<file path="config.mk">
export PLATFORM = sky130hd
export DESIGN_NAME = charger_status_fault_regs
export DESIGN_NICKNAME = d
export VERILOG_FILES = /design/src/rtl/chg_stat_pkg.sv /design/src/rtl/cond_sync.sv /design/src/rtl/reg_read_mux.sv /design/src/rtl/charger_status_fault_regs.sv
export SDC_FILE = /design/constraint.sdc
export NUM_CORES = 1
export LEC_CHECK = 0
export BUFFER_PORTS_ARGS = -buffer_cell sky130_fd_sc_hd__clkbuf_2
export CORE_UTILIZATION = 27
export CTS_BUF_LIST = sky130_fd_sc_hd__clkbuf_8
export DETAILED_ROUTE_END_ITERATION = 10
export HOLD_SLACK_MARGIN = 0.08
export PLACE_DENSITY = 0.41
export SETUP_SLACK_MARGIN = 0.15
export SKIP_CTS_REPAIR_TIMING = 1
export SLEW_MARGIN = 20
export SYNTH_ARGS = -nofsm -noshare
export SYNTH_HDL_FRONTEND = slang
export SYNTH_SLANG_ARGS = --single-unit
</file>
<file path="constraint.sdc">
create_clock -name mclk_in -period 2.5 [get_ports mclk_in]
set_input_delay 0.375 -clock mclk_in [delete_from_list [all_inputs] [get_ports mclk_in]]
set_output_delay 0.375 -clock mclk_in [all_outputs]
set_load 0.01 [all_outputs]
</file>
<file path="src/rtl/chg_stat_pkg.sv">
// shared constants of the charger status and fault register bank
package chg_stat_pkg;
   // register offsets
   localparam logic [7:0] OFS_STATUS_THREE = 8'h1E;
   localparam logic [7:0] OFS_STATUS_FOUR = 8'h1F;
   localparam logic [7:0] OFS_FAULT_ZERO = 8'h20;
   localparam logic [7:0] REG_RESET = 8'h00;
   localparam logic [7:0] UNMAPPED_VALUE = 8'h00;
   // reserved bit masks, these read as zero
   localparam logic [7:0] RSVD_STATUS_THREE = 8'h01;
   localparam logic [7:0] RSVD_STATUS_FOUR = 8'hE0;
   // field positions, charger status three
   localparam int B3_FET2 = 7;
   localparam int B3_FET1 = 6;
   localparam int B3_ADC = 5;
   localparam int B3_FLOOR = 4;
   localparam int B3_FAST = 3;
   localparam int B3_TRICKLE = 2;
   localparam int B3_PRE = 1;
   // field positions, charger status four
   localparam int B4_OTG_LOW = 4;
   localparam int B4_COLD = 3;
   localparam int B4_COOL = 2;
   localparam int B4_WARM = 1;
   localparam int B4_HOT = 0;
   // number of condition inputs packed into cond_raw, and synchroniser depth
   localparam int COND_W = 21;
   localparam int SYNC_STAGES = 2;
   // cycles from a condition pin to its register bit
   localparam int COND_LATENCY = 3;
   // target address of the serial port; value is arbitrary
   localparam logic [6:0] TARGET_ADDR = 7'h2A;
endpackage

</file>
<file path="src/rtl/cond_sync.sv">
// two-flop synchroniser for a vector of unrelated level inputs
`timescale 1ns/1ps
module cond_sync
   import chg_stat_pkg::*;
#(
   parameter int WIDTH = COND_W,
   parameter int STAGES = SYNC_STAGES
) (
   // clock and reset
   input wire logic mclk_in,
   input wire logic reset_in,
   // levels
   input wire logic [WIDTH-1:0] level_in,
   output logic [WIDTH-1:0] level_out
);
   logic [WIDTH-1:0] stage_q [STAGES];

   if (STAGES < 2) begin : g_chk
      $error("cond_sync needs at least two stages");
   end

   // each bit is an independent level, so no bus coherence is needed
   always_ff @(posedge mclk_in) begin
      if (reset_in) begin
         for (int i = 0; i < STAGES; i++) begin
            stage_q[i] <= '0;
         end
      end else begin
         stage_q[0] <= level_in;
         for (int i = 1; i < STAGES; i++) begin
            stage_q[i] <= stage_q[i-1];
         end
      end
   end

   assign level_out = stage_q[STAGES-1];
endmodule

</file>
<file path="src/rtl/reg_read_mux.sv">
// read decode of the three status registers
`timescale 1ns/1ps
module reg_read_mux
   import chg_stat_pkg::*;
(
   // register pointer
   input wire logic [7:0] ptr_in,
   // register contents
   input wire logic [7:0] status3_in,
   input wire logic [7:0] status4_in,
   input wire logic [7:0] fault0_in,
   // selected byte
   output logic [7:0] rd_byte_out
);
   function automatic logic [7:0] pick(input logic [7:0] p, input logic [7:0] s3,
                                       input logic [7:0] s4, input logic [7:0] f0);
      logic [7:0] v;
      v = UNMAPPED_VALUE;
      unique case (p)
         OFS_STATUS_THREE: v = s3 & ~RSVD_STATUS_THREE;
         OFS_STATUS_FOUR: v = s4 & ~RSVD_STATUS_FOUR;
         OFS_FAULT_ZERO: v = f0;
         default: v = UNMAPPED_VALUE;
      endcase
      return v;
   endfunction

   assign rd_byte_out = pick(ptr_in, status3_in, status4_in, fault0_in);
endmodule

</file>
<file path="src/rtl/charger_status_fault_regs.sv">
// charger status and fault register bank behind a serial target port
// Functional notes
// - three byte registers, read-only, reset to zero
// - status3 bit7: second input FET pair fitted
// - status3 bit6: first input FET pair fitted
// - status3 bit5: one-shot conversion complete
// - status3 bit4: forward mode, system floor regulating
// - status3 bits3..1: fast, trickle, pre timers expired
// - status4 bit4: battery too low for source
// - status4 bits3,2: thermistor cold, cool zones
// - status4 bits1,0: thermistor warm, hot zones
// - fault bit7: discharge current limiting
// - fault bit6: bus over-voltage protection
// - fault bit5: battery over-voltage protection
// - fault bits4,3: input, battery over-current
// - fault bit2: converter over-current protection
// - fault bits1,0: adapter2, adapter1 over-voltage
`timescale 1ns/1ps
module charger_status_fault_regs
   import chg_stat_pkg::*;
#(
   parameter logic [6:0] DEV_ADDR = TARGET_ADDR
) (
   // clock and reset
   input wire logic mclk_in,
   input wire logic reset_in,
   // serial register port, open drain data
   input wire logic scl_in,
   input wire logic sda_in,
   output logic sda_out,
   output logic sda_oe_n_out,
   // board population and converter conditions
   input wire logic input2_blocking_fet_present_in,
   input wire logic input1_blocking_fet_present_in,
   input wire logic adc_conversion_done_in,
   input wire logic adc_one_shot_mode_in,
   input wire logic forward_mode_in,
   input wire logic system_floor_regulating_in,
   input wire logic fast_charge_timer_expired_in,
   input wire logic trickle_timer_expired_in,
   input wire logic precharge_timer_expired_in,
   // battery and thermistor conditions
   input wire logic battery_too_low_for_source_in,
   input wire logic thermistor_cold_zone_in,
   input wire logic thermistor_cool_zone_in,
   input wire logic thermistor_warm_zone_in,
   input wire logic thermistor_hot_zone_in,
   // protection conditions
   input wire logic discharge_current_limiting_in,
   input wire logic bus_overvoltage_fault_in,
   input wire logic battery_overvoltage_fault_in,
   input wire logic input_overcurrent_fault_in,
   input wire logic battery_overcurrent_fault_in,
   input wire logic converter_overcurrent_fault_in,
   input wire logic adapter2_overvoltage_fault_in,
   input wire logic adapter1_overvoltage_fault_in
);
   typedef enum logic [2:0] {
      ST_IDLE, ST_ADDR, ST_ADDR_ACK, ST_WR_BYTE, ST_WR_ACK, ST_RD_BYTE, ST_RD_ACK
   } port_state_t;

   logic [COND_W-1:0] cond_raw;
   logic [COND_W-1:0] cond_s;
   logic [1:0] pin_s;
   logic scl_s, sda_s, scl_p_q, sda_p_q;
   logic scl_rise, scl_fall, start_c, stop_c;
   logic [7:0] status3_q, status4_q, fault0_q;
   logic [7:0] rd_byte;
   port_state_t state_q, state_d;
   logic [2:0] bit_cnt_q, bit_cnt_d;
   logic [7:0] shift_q, shift_d;
   logic [7:0] ptr_q, ptr_d;
   logic byte_done_q, byte_done_d;
   logic rw_q, rw_d;
   logic ptr_phase_q, ptr_phase_d;
   logic master_ack_q, master_ack_d;
   logic drive_d;
   logic sda_oe_n_q;
   logic [1:0] rst_age_q;

   assign cond_raw = {input2_blocking_fet_present_in, input1_blocking_fet_present_in,
                      adc_conversion_done_in, adc_one_shot_mode_in, forward_mode_in,
                      system_floor_regulating_in, fast_charge_timer_expired_in,
                      trickle_timer_expired_in, precharge_timer_expired_in,
                      battery_too_low_for_source_in, thermistor_cold_zone_in,
                      thermistor_cool_zone_in, thermistor_warm_zone_in,
                      thermistor_hot_zone_in, discharge_current_limiting_in,
                      bus_overvoltage_fault_in, battery_overvoltage_fault_in,
                      input_overcurrent_fault_in, battery_overcurrent_fault_in,
                      converter_overcurrent_fault_in, adapter2_overvoltage_fault_in};

   // condition pins come from analog circuits, hence synchronised
   cond_sync #(.WIDTH(COND_W), .STAGES(SYNC_STAGES)) u_cond_sync (
      .mclk_in(mclk_in),
      .reset_in(reset_in),
      .level_in(cond_raw),
      .level_out(cond_s)
   );

   // pins pass inverted so a cleared synchroniser reads as an idle high line
   cond_sync #(.WIDTH(2), .STAGES(SYNC_STAGES)) u_pin_sync (
      .mclk_in(mclk_in),
      .reset_in(reset_in),
      .level_in({~scl_in, ~sda_in}),
      .level_out(pin_s)
   );

   // adapter1 fault has its own two-flop synchroniser so cond_raw stays a 21-bit pack
   logic [1:0] a1_sync_q;
   always_ff @(posedge mclk_in) begin
      if (reset_in) begin
         a1_sync_q <= 2'h0;
      end else begin
         a1_sync_q <= {a1_sync_q[0], adapter1_overvoltage_fault_in};
      end
   end

   assign scl_s = ~pin_s[1];
   assign sda_s = ~pin_s[0];

   // status registers follow the synchronised levels, no latching
   always_ff @(posedge mclk_in) begin
      if (reset_in) begin
         status3_q <= REG_RESET;
         status4_q <= REG_RESET;
         fault0_q <= REG_RESET;
      end else begin
         status3_q[B3_FET2] <= cond_s[20];
         status3_q[B3_FET1] <= cond_s[19];
         status3_q[B3_ADC] <= cond_s[18] & cond_s[17];
         status3_q[B3_FLOOR] <= cond_s[16] & cond_s[15];
         status3_q[B3_FAST] <= cond_s[14];
         status3_q[B3_TRICKLE] <= cond_s[13];
         status3_q[B3_PRE] <= cond_s[12];
         status3_q[0] <= 1'b0;
         status4_q[7:5] <= 3'h0;
         status4_q[B4_OTG_LOW] <= cond_s[11];
         status4_q[B4_COLD] <= cond_s[10];
         status4_q[B4_COOL] <= cond_s[9];
         status4_q[B4_WARM] <= cond_s[8];
         status4_q[B4_HOT] <= cond_s[7];
         fault0_q <= {cond_s[6:0], a1_sync_q[1]};
      end
   end

   reg_read_mux u_read_mux (
      .ptr_in(ptr_q),
      .status3_in(status3_q),
      .status4_in(status4_q),
      .fault0_in(fault0_q),
      .rd_byte_out(rd_byte)
   );

   // line edge detection on the synchronised copies
   always_ff @(posedge mclk_in) begin
      if (reset_in) begin
         scl_p_q <= 1'b1;
         sda_p_q <= 1'b1;
      end else begin
         scl_p_q <= scl_s;
         sda_p_q <= sda_s;
      end
   end

   assign scl_rise = scl_s & ~scl_p_q;
   assign scl_fall = ~scl_s & scl_p_q;
   assign start_c = scl_s & scl_p_q & sda_p_q & ~sda_s;
   assign stop_c = scl_s & scl_p_q & ~sda_p_q & sda_s;

   always_comb begin
      state_d = state_q;
      bit_cnt_d = bit_cnt_q;
      shift_d = shift_q;
      ptr_d = ptr_q;
      byte_done_d = byte_done_q;
      rw_d = rw_q;
      ptr_phase_d = ptr_phase_q;
      master_ack_d = master_ack_q;
      if (start_c) begin
         // a repeated start keeps the pointer for a following read
         state_d = ST_ADDR;
         bit_cnt_d = 3'h0;
         byte_done_d = 1'b0;
      end else if (stop_c) begin
         state_d = ST_IDLE;
      end else begin
         unique case (state_q)
            ST_IDLE: begin
            end
            ST_ADDR, ST_WR_BYTE: begin
               if (scl_rise && !byte_done_q) begin
                  shift_d = {shift_q[6:0], sda_s};
                  bit_cnt_d = bit_cnt_q + 3'h1;
                  byte_done_d = (bit_cnt_q == 3'h7);
               end else if (scl_fall && byte_done_q) begin
                  byte_done_d = 1'b0;
                  if (state_q == ST_ADDR) begin
                     rw_d = shift_q[0];
                     ptr_phase_d = 1'b1;
                     state_d = (shift_q[7:1] == DEV_ADDR) ? ST_ADDR_ACK : ST_IDLE;
                  end else begin
                     // data bytes are acknowledged and dropped
                     if (ptr_phase_q) begin
                        ptr_d = shift_q;
                     end
                     ptr_phase_d = 1'b0;
                     state_d = ST_WR_ACK;
                  end
               end
            end
            ST_ADDR_ACK: begin
               if (scl_fall) begin
                  bit_cnt_d = 3'h0;
                  if (rw_q) begin
                     // byte frozen until its eight bits are sent; the next byte is loaded in ST_RD_ACK
                     shift_d = rd_byte;
                     state_d = ST_RD_BYTE;
                  end else begin
                     state_d = ST_WR_BYTE;
                  end
               end
            end
            ST_WR_ACK: begin
               if (scl_fall) begin
                  bit_cnt_d = 3'h0;
                  state_d = ST_WR_BYTE;
               end
            end
            ST_RD_BYTE: begin
               if (scl_fall) begin
                  if (bit_cnt_q == 3'h7) begin
                     ptr_d = ptr_q + 8'h01;
                     state_d = ST_RD_ACK;
                  end else begin
                     shift_d = {shift_q[6:0], 1'b0};
                     bit_cnt_d = bit_cnt_q + 3'h1;
                  end
               end
            end
            ST_RD_ACK: begin
               if (scl_rise) begin
                  master_ack_d = ~sda_s;
               end else if (scl_fall) begin
                  bit_cnt_d = 3'h0;
                  shift_d = rd_byte;
                  state_d = master_ack_q ? ST_RD_BYTE : ST_IDLE;
               end
            end
            default: state_d = ST_IDLE;
         endcase
      end
   end

   always_ff @(posedge mclk_in) begin
      if (reset_in) begin
         state_q <= ST_IDLE;
         bit_cnt_q <= 3'h0;
         shift_q <= 8'h00;
         ptr_q <= 8'h00;
         byte_done_q <= 1'b0;
         rw_q <= 1'b0;
         ptr_phase_q <= 1'b0;
         master_ack_q <= 1'b0;
      end else begin
         state_q <= state_d;
         bit_cnt_q <= bit_cnt_d;
         shift_q <= shift_d;
         ptr_q <= ptr_d;
         byte_done_q <= byte_done_d;
         rw_q <= rw_d;
         ptr_phase_q <= ptr_phase_d;
         master_ack_q <= master_ack_d;
      end
   end

   // data only ever pulls low; a one is sent by releasing the line
   assign drive_d = (state_d == ST_ADDR_ACK) || (state_d == ST_WR_ACK) ||
                    ((state_d == ST_RD_BYTE) && !shift_d[7]);

   always_ff @(posedge mclk_in) begin
      if (reset_in) begin
         sda_oe_n_q <= 1'b1;
      end else begin
         sda_oe_n_q <= ~drive_d;
      end
   end

   assign sda_oe_n_out = sda_oe_n_q;
   assign sda_out = 1'b0;

   // cycles since reset release, saturating, for the checks below
   always_ff @(posedge mclk_in) begin
      if (reset_in) begin
         rst_age_q <= 2'h0;
      end else if (rst_age_q != 2'h3) begin
         rst_age_q <= rst_age_q + 2'h1;
      end
   end

   regs_reset_a: assert property (@(posedge mclk_in)
      reset_in |=> (status3_q == REG_RESET) && (status4_q == REG_RESET) && (fault0_q == REG_RESET))
      else $error("status registers not zero after reset");

   fets_follow_a: assert property (@(posedge mclk_in) disable iff (reset_in)
      (rst_age_q == 2'h3) |-> status3_q[7:6] ==
         {$past(input2_blocking_fet_present_in, 3), $past(input1_blocking_fet_present_in, 3)})
      else $error("fet population bits do not follow inputs");

   adc_done_a: assert property (@(posedge mclk_in) disable iff (reset_in)
      (rst_age_q == 2'h3) |-> status3_q[B3_ADC] ==
         ($past(adc_conversion_done_in, 3) && $past(adc_one_shot_mode_in, 3)))
      else $error("conversion done bit wrong");

   floor_reg_a: assert property (@(posedge mclk_in) disable iff (reset_in)
      (rst_age_q == 2'h3) |-> status3_q[B3_FLOOR] ==
         ($past(forward_mode_in, 3) && $past(system_floor_regulating_in, 3)))
      else $error("floor bit does not follow forward-mode regulation");

   timer_bits_a: assert property (@(posedge mclk_in) disable iff (reset_in)
      (rst_age_q == 2'h3) |-> status3_q[3:1] == {$past(fast_charge_timer_expired_in, 3),
         $past(trickle_timer_expired_in, 3), $past(precharge_timer_expired_in, 3)})
      else $error("timer bits do not follow inputs");

   thermistor_bits_a: assert property (@(posedge mclk_in) disable iff (reset_in)
      (rst_age_q == 2'h3) |-> status4_q[4:0] == {$past(battery_too_low_for_source_in, 3),
         $past(thermistor_cold_zone_in, 3), $past(thermistor_cool_zone_in, 3),
         $past(thermistor_warm_zone_in, 3), $past(thermistor_hot_zone_in, 3)})
      else $error("status four bits do not follow inputs");

   fault_bits_a: assert property (@(posedge mclk_in) disable iff (reset_in)
      (rst_age_q == 2'h3) |-> {fault0_q[7:6], fault0_q[1:0]} ==
         {$past(discharge_current_limiting_in, 3), $past(bus_overvoltage_fault_in, 3),
          $past(adapter2_overvoltage_fault_in, 3), $past(adapter1_overvoltage_fault_in, 3)})
      else $error("fault bits do not follow inputs");

   protect_bits_a: assert property (@(posedge mclk_in) disable iff (reset_in)
      (rst_age_q == 2'h3) |-> fault0_q[5:2] == {$past(battery_overvoltage_fault_in, 3),
         $past(input_overcurrent_fault_in, 3), $past(battery_overcurrent_fault_in, 3),
         $past(converter_overcurrent_fault_in, 3)})
      else $error("protection bits do not follow inputs");

   reserved_zero_a: assert property (@(posedge mclk_in) disable iff (reset_in)
      !status3_q[0] && (status4_q[7:5] == 3'h0))
      else $error("reserved bit reads one");

   read_load_a: assert property (@(posedge mclk_in) disable iff (reset_in)
      (state_q == ST_ADDR_ACK) && scl_fall && rw_q |=> (shift_q == $past(rd_byte)) ##1
         (sda_oe_n_out == shift_q[7]))
      else $error("read byte not loaded from register");
endmodule

</file>
# After elaboration in Yosys (flattened, before gate mapping)
# Memories as Yosys holds them, arrays and structs flattened.
# Cells that the tools add are included.
[word_totals]
ff_bits = 51
latch_bits = 0
mem_bits_rw = 46
mem_bits_ro = 0
in_bits = 26
elab_cells = 140
memories = 2
[mem_list]
columns = ["name", "depth", "width", "read_ports", "rd_ports_with_merged_regs", "wr", "line_no", "rtl"]
rows = [
  ["u_cond_sync.stage_q", 2, 21, 2, 0, 2, "cond_sync.sv:16", "logic [WIDTH-1:0] stage_q [STAGES];"],
  ["u_pin_sync.stage_q", 2, 2, 2, 0, 2, "cond_sync.sv:16", ""],
]
[classes]
n_addsub = 2
multipliers = 0
div_mod_pow = 0
n_lt_le_gt_ge = 0
n_eq_ne = 26
n_shift = 0
mux = 49
bitwise_logic = 23
reduce_logical = 22
[ops]
columns = ["operator", "count"]
rows = [
  ["$mux 8", 15],
  ["$mux 3", 18],
  ["$mux 21", 2],
  ["$pmux 8 s4", 1],
  ["$ne 2x2->1 const B", 12],
  ["$pmux 8 s3", 1],
  ["$eq 3x3->1 const B", 6],
  ["$pmux 3 s6", 1],
  ["$eq 8x5->1 const B", 2],
  ["$pmux 8 s2", 1],
  ["$pmux 3 s4", 1],
  ["$reduce_and 6->1", 2],
  ["$not 1->1", 10],
  ["$reduce_and 10->1", 1],
  ["$and 1x1->1", 9],
  ["$eq 3x2->1 const B", 3],
  ["$reduce_and 9->1", 1],
  ["$add 8x1->8 const B", 1],
  ["$eq 8x6->1 const B", 1],
  ["$reduce_bool 4->1", 2],
  ["$eq 7x6->1 const B", 1],
  ["$mux 1", 6],
  ["$mux 2", 3],
  ["$reduce_or 2->1", 3],
  ["other kinds (11)", 19],
]

# Depth between registers and ports, before layout
[logic_depth]
depth_word = 12
mapped_depth = 9

# Hierarchy
# From an unflattened synthesis, not the netlist that was laid out.
[hier_totals]
cells_unflattened = 408
hier_area_um2 = 3955.0
[modules_own_cells]
columns = ["mod", "instances", "cells_per_inst", "area_each_um2", "seq_area_each_um2"]
rows = [
  ["charger_status_fault_regs", 1, 267, 2357.3, 1021.0],
  ["cond_sync (u_cond_sync)", 1, 109, 1281.2, 840.8],
  ["reg_read_mux", 1, 22, 196.4, 0.0],
  ["cond_sync (u_pin_sync)", 1, 10, 120.1, 80.1],
]

# Worst setup path after synthesis
# No wires, ideal clock.
[synth_path]
kind = "register to register"
startpoint = "reg bit_cnt_q[0]"
endpoint = "reg shift_q[2]"
setup_time_ps = 128
arrival_ps = 2007
setup_slack_ps = 365
stages_incl_launch_ff = 9
synth_period_minus_slack_ps = 2135
path_cell_list = "dfxtp_1 -> ha_1 -> ha_1 -> and3b_1 -> o2bb2ai_2 -> or4b_4 -> buf_6 -> a221oi_1 -> nor2_1"
[synth_between]
elab_chain_cells = 3
[synth_rtl]
columns = ["item", "line_no", "rtl"]
rows = [
  ["from (decl)", "charger_status_fault_regs.sv:70", "logic [2:0] bit_cnt_q, bit_cnt_d;"],
  ["from (signal assigned)", "charger_status_fault_regs.sv:266", "bit_cnt_q <= bit_cnt_d;"],
  ["$eq 3x3->1", "charger_status_fault_regs.sv:231", "if (bit_cnt_q == 3'h7) begin"],
  ["$ne 2x2->1 (no line)", "--", ""],
  ["$reduce_and 10->1 (no line)", "--", ""],
  ["to (signal assigned)", "charger_status_fault_regs.sv:267", "shift_q <= shift_d;"],
  ["to (decl)", "charger_status_fault_regs.sv:71", "logic [7:0] shift_q, shift_d;"],
]
# No other way between the ends.
# A chain may end at the register's enable or synchronous reset.

# Worst setup path in the final report
[layout_path]
startpoint = "reg bit_cnt_q[0]"
endpoint = "reg shift_q[3]"
# Same word-level chain as after synthesis.

==> flow_metrics.py <==
metrics = {
    "floorplan": {
        "io_pins": 28,
        "die_h_um": 118,
        "die_w_um": 118,
        "initial_core_util_pct": 28.1,
        "core_sq_um": 12800,
        "rows": 41,
        "dieArea_sq_um": 13800,
    },
    "yosys": {
        "yosysTopAreaCellShare_pct": 53.8,
        "postSynthRegisterBits": 97,
        "netlist_top_cells_area": "dfxtp_1, nor2b_1, nor2_1",
        "ys_seq_area_share_pct": 53.8,
        "yosysWarnings": 0,
        "async_flop_share_pct": 0,
        "syn_nets": 411,
        "synth_edf_count": 0,
        "synth-main-ff-cell": "dfxtp_1",
        "ys_types": 47,
        "synth_top_cell_by_area": "dfxtp_1",
        "netlist_area_sq_um": 3610,
        "avgSynthCellArea_sq_um": 9.49,
        "postSynthCellCount": 380,
    },
    "layout": {
        "finalInstanceArea_sq_um": 4160,
        "final_layout_size_suffix_gt1_share_pct": 15.8,
        "nNetsFinal": 432,
        "antenna_cells": 0,
        "syn_to_final_growth_pct": 15.2,
    },
    "timing": {
        "finalSetupTns_ns": 0,
        "post-route-period-util_pct": 88.1,
        "hold_viol": 0,
        "setup_viol": 0,
        "rsz0062_at_grt": "false",
        "final.setup_skew_ns": 0.00864,
        "tightest_slew_ns": 0.922,
        "worst_slew_margin_rel_pct": 38.5,
        "fmax_mhz": 454,
        "slew_violations": 0,
        "fin_crit_ns": 2.20,
    },
    "global_routing": {
        "grt_max_degree": 92,
        "grt_pass1_wl_mm": 11.8,
        "grt_usage_pct": 10.8,
        "grt_pass1_vias": 2379,
        "grt_overflow": 0,
        "antenna_found_initial": 0,
    },
    "worst_setup_path": {
        "path_max_fanout": 8,
        "r2r-start": "bit_cnt_q[0]",
        "ff2ff_setup_slack_ns": 0.30,
        "crit_path_end_kind": "flop",
        "crit_slowest_cell": "or4b_4",
        "worstPathRequired_ns": 2.71,
        "reg2regPathDepth": 7,
        "r2r_end": "shift_q[3]",
        "start_kind": "flop",
        "critPathKind": "flop to flop",
        "slowest_delay_ns": 0.59,
        "worstPathArrival_ns": 2.42,
        "crit_chain": "ha_1, ha_2, and3b_2, o2bb2ai_2, or4b_4, a221oi_2, nor2_1",
    },
    "power_and_ir_drop": {
        "power_density_nw_per_um2": 695,
        "switching_power_mw": 0.639,
        "p_comb_share_pct": 3.6,
        "p_leak_nw": 1.54,
        "p_clk_share_pct": 40.8,
        "peakVddDrop_v": 0.000241,
        "pwr-share-seq_pct": 55.6,
        "power.internal_mw": 2.25,
        "switching_share_pct": 22.1,
    },
    "drt": {
        "drtIter0Drc": 127,
        "totalWireLength_mm": 7.06,
        "via_count": 2560,
        "wl_per_cell_um": 12.2,
        "drc": 0,
        "viasPerCell": 4.43,
        "first_pass_iters": 4,
        "drtAntennaViolNets": 0,
    },
    "clock_network": {
        "cts_tree": "yes",
        "clk_pin_slew_ns": 0.10,
        "clock_sinks": 97,
        "cts_buffer_depth": 2,
        "numCtsBuffers": 9,
        "clk_latency_ns": 0.36,
        "cts_root_buf": "clkbuf_8",
        "cts-htree-levels": 3,
    },
    "flow_run": {
        "cap_violations": 0,
    },
    "placed_design": {
        "io_buffers": 26,
        "placed_area_sq_um": 3900,
        "gp_congestion": 0.744,
        "dp_hpwl_mm": 4.76,
    },
    "worst_hold_path": {
        "hp-start": "sda_in",
        "hold_end": "u_pin_sync.stage_q[0][0]",
        "hold_depth": 2,
        "hold_class": "input port to flop",
    },
    "run_status": {
        "outcome": "complete, no violations",
    },
}
[power by group through the flow]
stage	sequential (mW)	clock [mW]	combinational, mW
6_report	1.60	1.18	0.104
3_3_place_gp	1.64	0	0.105
5_1_grt	1.61	1.29	0.118
3_5_place_dp	1.64	0	0.105
2_1_floorplan	1.63	0	0.0771
4_1_cts	1.61	1.24	0.106
[registers in the layout (all words and copies together) (netlist names), 2 cells and up]
name,count
fault0_q,8
shift_q,8
u_pin_sync.stage_q,4
a1_sync_q,2
bit_cnt_q,3
ptr_q,8
status3_q,7
u_cond_sync.stage_q,42
status4_q,5
state_q,3
[layer usage]
layer / vias up / wire (um) / track usage [%]
li1: 1335 / - / -
met1: 1168 / 3520 / 14.0
met2: 46 / 3180 / 17.0
met3: 11 / 225 / 1.89
met4: 0 / 136 / 5.61
met5: - / 0 / 0
[Yosys cell counts (4+ instances only)]
| cell | count |
|---|---|
| a21oi_1 | 20 |
| o21ai_0 | 12 |
| dfxtp_1 | 97 |
| nand4_1 | 5 |
| inv_1 | 6 |
| a22oi_1 | 6 |
| ha_1 | 5 |
| nand3b_1 | 4 |
| a221oi_1 | 6 |
| nand2b_1 | 4 |
| clkbuf_1 | 16 |
| nand2_1 | 19 |
| nor2_1 | 43 |
| nand3_1 | 8 |
| nor2b_1 | 72 |
| nor3_1 | 8 |
| a222oi_1 | 4 |
[through the flow]
stage / hold slack [ns] / setup WS, ns / util [%] / cells / power [mW]
finish: 0.152 / 0.298 / 32.4 / 578 / 2.89
global route: 0.144 / 0.164 / 32.4 / 578 / 3.02
CTS: 0.126 / 0.180 / 32.2 / 578 / 2.95
detailed placement: 0.410 / 0.214 / 30.4 / 562 / 1.75
global placement: 0.412 / 0.308 / 30.4 / 562 / 1.75
floorplan: 0.395 / 0.365 / - / 380 / 1.71
[layout make-up]
cell class | count | area [sq um]
Fill cell | 1377 | 8670
Sequential cell | 97 | 1940
Multi-Input combinational cell | 256 | 1570
Tap cell | 172 | 215
Timing Repair Buffer | 31 | 168
Clock buffer | 10 | 138
Clock inverter | 6 | 97.6
Inverter | 6 | 22.5
[placed cells by master (no fill, tap or decap), types with 5 or more instances in the layout]
master	count
dfxtp_1	97
nor2b_1	72
nor2_1	43
clkbuf_2	25
a21oi_1	20
nand2_1	19
o21ai_0	12
clkbuf_8	10
nor3_1	8
nand3_1	8
inv_1	6
a22oi_1	6
nand4_1	5
buf_4	5
[cell families after synthesis]
group                    count (synthesis)  share of synthesized area [%]
multiplexers                             5                           1.46
other                                    1                          0.104
AO/OA/AOI/OAI                           68                           12.9
AND/OR/NAND/NOR                        176                           26.5
XOR/XNOR                                 1                          0.243
buffers and inverters                   27                           3.19
flip-flops                              97                           53.8
adder cells (fa/ha/maj)                  5                           1.73
[critical path: cells and delay by family (launching register included)]
kind	cells	cell delay [ns]
and+or+nand+nor	3	0.92
adders and majority gates	2	0.41
AOI/OAI and AO/OA	2	0.39
DFF	1	0.33
[worst max-delay path by stage]
| stage | startpoint | end | slack, ns | cells after the start |
|---|---|---|---|---|
| 2_1_floorplan | bit_cnt_q[0] | shift_q[2] | 0.37 | 8 |
| 3_3_place_gp | bit_cnt_q[0] | shift_q[2] | 0.31 | 7 |
| 3_5_place_dp | bit_cnt_q[0] | shift_q[3] | 0.21 | 7 |
| 4_1_cts | bit_cnt_q[0] | shift_q[3] | 0.18 | 7 |
| 5_1_grt | ptr_q[4] | sda_oe_n_out | 0.16 | 5 |
| 6_report | bit_cnt_q[0] | shift_q[3] | 0.30 | 7 |
Power figures use the tool's default switching activity.
